[src/verilog/srq_enable_cfg.svh]
// Constants for the service request enabling logic
//
// Contract
// - Hold eight-bit service request enable mask
// - Mask query returns mask value 0..255
// - Mask write ignores bit 6
// - Negative or above 255 write rejected, error -222
// - All-zero mask means no service requests
// - Request when enabled summary bit is true; srq set on a new reason, dropped by serial poll
// - Event latches on filtered condition transitions
// - Summary true when event and enable set
// - Request bit set; serial poll clears it
// - Status byte bit assignments fixed
// - Event register cleared by query or clear-status
`ifndef SRQ_ENABLE_CFG_SVH
`define SRQ_ENABLE_CFG_SVH
`define SRE_RESET 8'h00
`define SRE_WRITE_MASK 8'hbf
`define SRE_MAX_VALUE 32'sd255
`define ERR_DATA_RANGE 16'hff22
`define STB_RQS_BIT 6
`define STB_OPER_BIT 7
`define STB_ESB_BIT 5
`define STB_MAV_BIT 4
`define STB_QUES_BIT 3
`define STB_HW2_BIT 1
`define STB_HW1_BIT 0
`define GROUP_WIDTH 16
`endif

[src/verilog/srq_enable_pkg.sv]
// Types shared by the service request enabling logic
package srq_enable_pkg;
	typedef struct packed
	{
		logic wr_en;
		logic rd_en;
		logic signed [31:0] wr_data;
	} mask_cmd_type;

	typedef struct packed
	{
		logic valid;
		logic [7:0] value;
	} mask_resp_type;

	typedef struct packed
	{
		logic valid;
		logic [15:0] code;
	} err_type;

	typedef enum logic [1:0]
	{
		GRP_IDLE = 2'b00,
		GRP_READ = 2'b01
	} grp_state_type;
endpackage

[src/verilog/srq_enable.sv]
// Service request enable mask and status byte summary logic
`timescale 1ns/1ps
`include "srq_enable_cfg.svh"
module srq_enable #(
	parameter int GROUP_WIDTH = `GROUP_WIDTH
)(
	// Clock and reset
	input wire logic clk_sys,
	input wire logic nrst,
	// Mask command and response
	input wire srq_enable_pkg::mask_cmd_type mask_cmd,
	output srq_enable_pkg::mask_resp_type mask_resp,
	output srq_enable_pkg::err_type err,
	// Summary inputs from other groups
	input wire logic oper_summary,
	input wire logic esb_summary,
	input wire logic mav_summary,
	input wire logic hw2_summary,
	// Questionable group
	input wire logic [GROUP_WIDTH-1:0] ques_cond,
	input wire logic [GROUP_WIDTH-1:0] ques_ptr,
	input wire logic [GROUP_WIDTH-1:0] ques_ntr,
	input wire logic [GROUP_WIDTH-1:0] ques_enable,
	input wire logic ques_event_query,
	output logic [GROUP_WIDTH-1:0] ques_event,
	// Hardware group one, event-only
	input wire logic [GROUP_WIDTH-1:0] hw1_event_set,
	input wire logic [GROUP_WIDTH-1:0] hw1_enable,
	input wire logic hw1_event_query,
	output logic [GROUP_WIDTH-1:0] hw1_event,
	// Common commands and serial poll
	input wire logic clear_status,
	input wire logic serial_poll,
	// Status and request
	output logic [7:0] status_byte,
	output logic srq
);
	logic [7:0] mask_r;
	logic ques_summary;
	logic hw1_summary;
	logic [7:0] summ;
	logic request;
	logic request_d_r;
	logic rqs_r;
	logic write_ok;

	// Legal write values are 0 to 255 as a signed integer
	function automatic logic in_range(input logic signed [31:0] v);
		in_range = (v >= 32'sd0) && (v <= `SRE_MAX_VALUE);
	endfunction

	// --------------------------------------------------------
	// Register groups
	// --------------------------------------------------------
	status_group #(.WIDTH(GROUP_WIDTH), .HAS_COND(1'b1)) u_ques (
		.clk_sys(clk_sys),
		.nrst(nrst),
		.cond_in(ques_cond),
		.event_set_in('0),
		.ptr_filter(ques_ptr),
		.ntr_filter(ques_ntr),
		.enable(ques_enable),
		.event_query(ques_event_query),
		.clear_status(clear_status),
		.event_r(ques_event),
		.summary(ques_summary)
	);

	status_group #(.WIDTH(GROUP_WIDTH), .HAS_COND(1'b0)) u_hw1 (
		.clk_sys(clk_sys),
		.nrst(nrst),
		.cond_in('0),
		.event_set_in(hw1_event_set),
		.ptr_filter('0),
		.ntr_filter('0),
		.enable(hw1_enable),
		.event_query(hw1_event_query),
		.clear_status(clear_status),
		.event_r(hw1_event),
		.summary(hw1_summary)
	);

	// --------------------------------------------------------
	// Mask register
	// --------------------------------------------------------
	assign write_ok = mask_cmd.wr_en && in_range(mask_cmd.wr_data);

	always_ff @(posedge clk_sys or negedge nrst)
	begin
		if (!nrst)
			mask_r <= `SRE_RESET;
		else if (write_ok)
			mask_r <= mask_cmd.wr_data[7:0] & `SRE_WRITE_MASK;
	end

	// Error pulse for a rejected write
	always_ff @(posedge clk_sys or negedge nrst)
	begin
		if (!nrst)
			err <= '0;
		else
		begin
			err.valid <= mask_cmd.wr_en && !write_ok;
			err.code <= `ERR_DATA_RANGE;
		end
	end

	// Query answer, one cycle after the strobe
	always_ff @(posedge clk_sys or negedge nrst)
	begin
		if (!nrst)
			mask_resp <= '0;
		else
		begin
			mask_resp.valid <= mask_cmd.rd_en;
			mask_resp.value <= mask_r;
		end
	end

	// --------------------------------------------------------
	// Status byte and service request
	// --------------------------------------------------------
	always_comb
	begin
		summ = 8'h00;
		summ[`STB_OPER_BIT] = oper_summary;
		summ[`STB_ESB_BIT] = esb_summary;
		summ[`STB_MAV_BIT] = mav_summary;
		summ[`STB_QUES_BIT] = ques_summary;
		summ[`STB_HW2_BIT] = hw2_summary;
		summ[`STB_HW1_BIT] = hw1_summary;
	end

	// Enabled causes only, bit 6 never counts
	assign request = |(summ & mask_r & `SRE_WRITE_MASK);

	// Previous request, for the new-reason edge
	always_ff @(posedge clk_sys or negedge nrst)
	begin
		if (!nrst)
			request_d_r <= 1'b0;
		else
			request_d_r <= request;
	end

	// New reason wins over a serial poll clear
	always_ff @(posedge clk_sys or negedge nrst)
	begin
		if (!nrst)
			rqs_r <= 1'b0;
		else if (request && !request_d_r)
			rqs_r <= 1'b1;
		else if (serial_poll)
			rqs_r <= 1'b0;
	end

	// Bit 6 carries the request-service flag
	always_comb
	begin
		status_byte = summ;
		status_byte[`STB_RQS_BIT] = rqs_r;
	end

	assign srq = request && rqs_r;

	// --------------------------------------------------------
	// Checks
	// --------------------------------------------------------

	chk_bit6_ignored: assert property (@(posedge clk_sys) disable iff (!nrst)
		mask_r[`STB_RQS_BIT] == 1'b0)
		else $error("mask bit 6 set");
	chk_range_reject: assert property (@(posedge clk_sys) disable iff (!nrst)
		(mask_cmd.wr_en && !in_range(mask_cmd.wr_data))
		|=> (err.valid && mask_r == $past(mask_r)))
		else $error("out of range write accepted");
	chk_write_store: assert property (@(posedge clk_sys) disable iff (!nrst)
		write_ok |=> (mask_r == ($past(mask_cmd.wr_data[7:0]) & 8'hbf)))
		else $error("mask write not stored");
	chk_query_value: assert property (@(posedge clk_sys) disable iff (!nrst)
		mask_cmd.rd_en |=> (mask_resp.valid && mask_resp.value == $past(mask_r)))
		else $error("mask query wrong");
	chk_zero_quiet: assert property (@(posedge clk_sys) disable iff (!nrst)
		(mask_r == 8'h00) |-> !srq)
		else $error("request with zero mask");
	chk_request_rise: assert property (@(posedge clk_sys) disable iff (!nrst)
		$rose(request) |=> (rqs_r && srq == request))
		else $error("request not raised");
	chk_poll_clear: assert property (@(posedge clk_sys) disable iff (!nrst)
		(serial_poll && !(request && !request_d_r)) |=> !status_byte[6])
		else $error("serial poll did not clear");
	chk_summary_masked: assert property (@(posedge clk_sys) disable iff (!nrst)
		srq |-> ((status_byte & mask_r & 8'hbf) != 8'h00))
		else $error("request without masked cause");
	chk_ques_summary: assert property (@(posedge clk_sys) disable iff (!nrst)
		status_byte[3] == |(ques_event & ques_enable))
		else $error("questionable summary wrong");
	chk_err_code: assert property (@(posedge clk_sys) disable iff (!nrst)
		err.valid |-> (err.code == `ERR_DATA_RANGE))
		else $error("wrong range error code");
	chk_good_quiet: assert property (@(posedge clk_sys) disable iff (!nrst)
		write_ok |=> !err.valid)
		else $error("error on a legal write");
	chk_mask_hold: assert property (@(posedge clk_sys) disable iff (!nrst)
		!write_ok |=> (mask_r == $past(mask_r)))
		else $error("mask changed without a write");
	chk_resp_idle: assert property (@(posedge clk_sys) disable iff (!nrst)
		!mask_cmd.rd_en |=> !mask_resp.valid)
		else $error("response without a query");
	chk_rqs_hold: assert property (@(posedge clk_sys) disable iff (!nrst)
		(rqs_r && !serial_poll) |=> rqs_r)
		else $error("request bit lost without a poll");
	chk_srq_flagged: assert property (@(posedge clk_sys) disable iff (!nrst)
		srq |-> status_byte[`STB_RQS_BIT])
		else $error("request without request-service bit");
	chk_unused_bit: assert property (@(posedge clk_sys) disable iff (!nrst)
		status_byte[2] == 1'b0)
		else $error("unused status bit set");
	chk_hw1_summary: assert property (@(posedge clk_sys) disable iff (!nrst)
		status_byte[`STB_HW1_BIT] == |(hw1_event & hw1_enable))
		else $error("hardware group summary wrong");
	chk_rqs_set: assert property (@(posedge clk_sys) disable iff (!nrst)
		(request && !request_d_r) |=> status_byte[`STB_RQS_BIT])
		else $error("new reason did not set request bit");
endmodule // srq_enable

[src/verilog/status_group.sv]
// One status register group: condition, filters, event and enable
`timescale 1ns/1ps
`include "srq_enable_cfg.svh"
module status_group #(
	parameter int WIDTH = `GROUP_WIDTH,
	parameter bit HAS_COND = 1'b1
)(
	// Clock and reset
	input wire logic clk_sys,
	input wire logic nrst,
	// Condition and configuration
	input wire logic [WIDTH-1:0] cond_in,
	input wire logic [WIDTH-1:0] event_set_in,
	input wire logic [WIDTH-1:0] ptr_filter,
	input wire logic [WIDTH-1:0] ntr_filter,
	input wire logic [WIDTH-1:0] enable,
	// Clearing
	input wire logic event_query,
	input wire logic clear_status,
	// Results
	output logic [WIDTH-1:0] event_r,
	output logic summary
);
	logic [WIDTH-1:0] cond_prev_r;
	logic [WIDTH-1:0] hit;

	always_ff @(posedge clk_sys or negedge nrst)
	begin
		if (!nrst)
			cond_prev_r <= '0;
		else
			cond_prev_r <= cond_in;
	end

	// Filtered transitions, or direct events when no condition register
	always_comb
	begin
		if (HAS_COND)
			hit = (cond_in & ~cond_prev_r & ptr_filter)
				| (~cond_in & cond_prev_r & ntr_filter);
		else
			hit = event_set_in;
	end

	// New events win over a clear in the same cycle
	always_ff @(posedge clk_sys or negedge nrst)
	begin
		if (!nrst)
			event_r <= '0;
		else if (event_query || clear_status)
			event_r <= hit;
		else
			event_r <= event_r | hit;
	end

	assign summary = |(event_r & enable);

	chk_event_clear: assert property (@(posedge clk_sys) disable iff (!nrst)
		(event_query || clear_status) |=> (event_r == $past(hit)))
		else $error("event register not cleared");
endmodule // status_group
[config.mk]
export PLATFORM = sky130hd
export DESIGN_NAME = srq_enable
export DESIGN_NICKNAME = d
export VERILOG_FILES = /design/src/verilog/srq_enable_pkg.sv /design/src/verilog/srq_enable.sv /design/src/verilog/status_group.sv
export VERILOG_INCLUDE_DIRS = /design/src /design/src/verilog
export SDC_FILE = /design/constraint.sdc
export NUM_CORES = 1
export LEC_CHECK = 0
export BUFFER_PORTS_ARGS = -buffer_cell sky130_fd_sc_hd__buf_2
export CAP_MARGIN = 40
export CELL_PAD_IN_SITES_DETAIL_PLACEMENT = 2
export CELL_PAD_IN_SITES_GLOBAL_PLACEMENT = 2
export CORE_MARGIN = 2
export CORE_UTILIZATION = 24
export DETAILED_ROUTE_END_ITERATION = 12
export HOLD_SLACK_MARGIN = 0.06
export PLACE_DENSITY = 0.95
export SLEW_MARGIN = 20
export SYNTH_ARGS = -nofsm -noshare
export SYNTH_HDL_FRONTEND = slang
export SYNTH_SLANG_ARGS = --single-unit
export TNS_END_PERCENT = 10
[constraint.sdc]
create_clock -name clk_sys -period 3.8 [get_ports clk_sys]
set_input_delay 0.76 -clock clk_sys [delete_from_list [all_inputs] [get_ports clk_sys]]
set_output_delay 0.76 -clock clk_sys [all_outputs]
set_load 0.005 [all_outputs]
==> flow_summary.json <==
{
  "outcome": "completed",
  "tns_ns": 0,
  "area_growth_pct": 49.0,
  "cts_root_buf": "clkbuf_16",
  "finalHoldViolations": 0,
  "overflow": 0,
  "path_clk_slew_ns": 0.05,
  "path_delay_family": "compound AO/OA/AOI/OAI gates",
  "vias_per_cell": 4.59,
  "final_util_pct": 36.4,
  "ff_latch_area_um2": 1680,
  "syn_inst": 225,
  "timing.rr.start": "u_ques.event_r[14]",
  "regToRegEndpoint": "rqs_r",
  "finClkSkew_ns": 0.0115,
  "route.met2.wl_mm": 5.20,
  "path_max_fanout": 3,
  "cts_max_path_buffers": 2,
  "drv_cap": 0,
  "path_cells": "buf_2, a22o_1, a221oi_1, nand4_1, a21oi_2, a21oi_1, buf_2",
  "r2r_slack_ns": 2.02,
  "pre_cts_ws_ns": 0.774,
  "dp_cells": 548,
  "drtPass1Iterations": 4,
  "dieWidth_um": 111,
  "drv_slew": 0,
  "instances_no_fill": 565,
  "synth-seq-cells": 67,
  "cpMaxStageDelayCell": "a221oi_1",
  "place.port_buffers": 197,
  "setup_ws_ns": 0.850,
  "crit_start": "ques_enable[4]",
  "fp-row-count": 39,
  "fin_crit_ns": 2.95,
  "die_area_um2": 12400,
  "synthesis.area_um2": 2760,
  "cts_hold_repair.buffers": 0,
  "antenna_found_initial": 0,
  "endpoint": "srq",
  "start_util_pct": 24.4,
  "p_clk_share_pct": 48.1,
  "synth_seq_area_share_pct": 60.7,
  "synthTopCellsByArea": "dfrtp_1 (61%), buf_4 (6.5%), a32oi_1 (5.1%), a21o_1 (4.3%), mux2_4 (3.8%)",
  "cts_tree": "built",
  "clock_sinks": 67,
  "crit_top_cell": "buf_2",
  "worst-path-stages": 7,
  "switching_share_pct": 23.6,
  "grt_setup_unrepaired": "false",
  "multi_input_area_um2": 837,
  "cp-end-kind": "output pin",
  "ant_nets": 0,
  "synth_edf_count": 0,
  "setup_viol_count_final": 0,
  "gp_routability_congestion": 0.800,
  "htree_levels": 3,
  "grt_pass1_vias": 2925,
  "fin_nets": 557,
  "drt_wl_total_mm": 9.61,
  "top_layer_used": "met4",
  "grt_start_max_net_pins": 68,
  "synth-async-reset-ratio_pct": 100,
  "numCtsBuffers": 9,
  "yosys.area.top_type": "dfrtp_1",
  "p_int_uw": 1450,
  "vdd_ir_drop_max_mv": 0.214,
  "wl_met3_um": 670,
  "p_seq_share_pct": 41.1,
  "ys_warn_count": 0,
  "required_ns": 3.04,
  "design_power_total_uw": 1900,
  "power_density_nw_per_um2": 461,
  "power_leakage_uw": 0.00223,
  "io_pins": 207,
  "drive_gt1_share_pct": 54.3,
  "grt_pass1_wl_mm": 15.1,
  "insertion_delay_ns": 0.33,
  "place_hpwl_mm": 7.82,
  "wl_per_cell_um": 17.0,
  "arrival_ns": 2.19,
  "critical-path-max-stage-delay_ns": 0.37,
  "fmax_mhz": 339,
  "whs_path_depth": 0,
  "path_buf_inv": 2,
  "critPathKind": "input port to output pin",
  "core_area_um2": 11300,
  "startpoint_type": "input port",
  "switching_power_uw": 448,
  "cts_setup_buffers": 0,
  "die_h_um": 111,
  "n_antenna_cell": 0,
  "comb_power_share_pct": 10.8,
  "avgSynthCellArea_um2": 12.3,
  "reg2regPathDepth": 5,
  "vias": 2592,
  "finalCritPeriodShare_pct": 77.6,
  "hold_path.class": "flip-flop to flip-flop",
  "yosysUniqueCellTypes": 26,
  "drt-met1-wl_mm": 3.51,
  "drc": 0,
  "yosysTopAreaCellShare_pct": 60.7,
  "first_iter_violations": 98,
  "filler_cell_count": 1276,
  "track_usage_pct": 15.7,
  "ctsResizeCount": 0,
  "synth_top_flop_cell": "dfrtp_1"
}
## worst min path at each step
stage | endpoint | from | slack [ns]
after floorplan | mask_resp[2] | mask_r[2] | 0.35
after global placement | mask_resp[2] | mask_r[2] | 0.37
after detailed placement | mask_resp[2] | mask_r[2] | 0.37
after CTS | mask_resp[2] | mask_r[2] | 0.38
after global routing | mask_resp[2] | mask_r[2] | 0.39
final | mask_resp[2] | mask_r[2] | 0.39
## logic make-up after synthesis
| logic type | after synthesis | synth area share, % |
|---|---|---|
| AND/OR/NAND/NOR | 35 | 6.52 |
| multiplexers | 7 | 3.80 |
| other | 2 | 0.272 |
| flip-flops | 67 | 60.7 |
| buffers and inverters | 45 | 9.96 |
| AO/OA/AOI/OAI | 69 | 18.8 |
## synth_stat cells, types with 2 or more instances
| library cell | instances |
|---|---|
| dfrtp_1 | 67 |
| buf_4 | 24 |
| nand2_1 | 19 |
| inv_1 | 18 |
| a21o_1 | 16 |
| a32oi_1 | 16 |
| o21ai_0 | 16 |
| a221oi_1 | 8 |
| a22o_1 | 8 |
| mux2_4 | 7 |
| nor4_1 | 5 |
| nor2_1 | 3 |
| a22oi_1 | 2 |
| clkbuf_1 | 2 |
| conb_1 | 2 |
| nand4_1 | 2 |
## placed cells by master (no fill, tap or decap)
cell        count
and2b_2         1
a221oi_1        8
nand4_1         2
a22oi_1         2
nor4_2          1
bufinv_16       2
nand2b_1        1
a22o_1          8
conb_1          9
inv_1          18
nor4_1          5
mux2_4          7
o221ai_1        1
a21oi_1         1
nand2_1        19
o21ai_0        16
clkinv_4        1
nor2_1          3
buf_2         197
buf_4           3
a32oi_1        16
a21o_1         16
clkbuf_8        1
or3b_2          1
dfrtp_1        67
clkbuf_16       9
buf_12          1
and4_1          1
a21oi_2         1
and2_4          1
clkinv_2        1
clkinvlp_4      2
## power by group through the flow
stage	logic, µW	registers [µW]	clock network [µW]
after floorplan	69.2	789	0
after global placement	193	790	0
after detailed placement	207	794	0
after CTS	207	782	932
after global routing	230	788	965
final	205	781	914
## through the flow
stage	hold slack, ns	instance area (µm²)
after floorplan	0.354	2790
after global placement	0.366	3760
after detailed placement	0.371	3770
after CTS	0.384	4100
after global routing	0.393	4120
final	0.391	4120
## routing by layer
| layer | up-vias | track usage (%) |
|---|---|---|
| met1 | 1280 | 16.8 |
| met2 | 129 | 28.8 |
| met5 | - | 0 |
| li1 | 1166 | - |
| met4 | 0 | 6.67 |
| met3 | 17 | 4.16 |
## area by class of cell
cell class	count	area share, %
inverters	18	1.64
clock inverters	6	2.16
multi-input cells	120	20.3
clock buffers	10	5.81
flip-flops and latches	67	40.7
well taps	143	4.35
repair buffers	201	25.0
## state kept, by name, indices dropped and copies added, names as in the netlist
| name | count |
|---|---|
| mask_resp | 8 |
| err | 2 |
| request_d_r | 1 |
| u_hw1.event_r | 16 |
| rqs_r | 1 |
| mask_r | 7 |
| u_ques.event_r | 16 |
| u_ques.cond_prev_r | 16 |
## worst register-to-register path: stages, from the launching register on
cell and delay, ns:
dfrtp_1 0.41, a22o_1 0.21, a221oi_1 0.37, nand4_1 0.26, a21oi_2 0.25, o221ai_1 0.13
(Power assumes the default switching activity.)
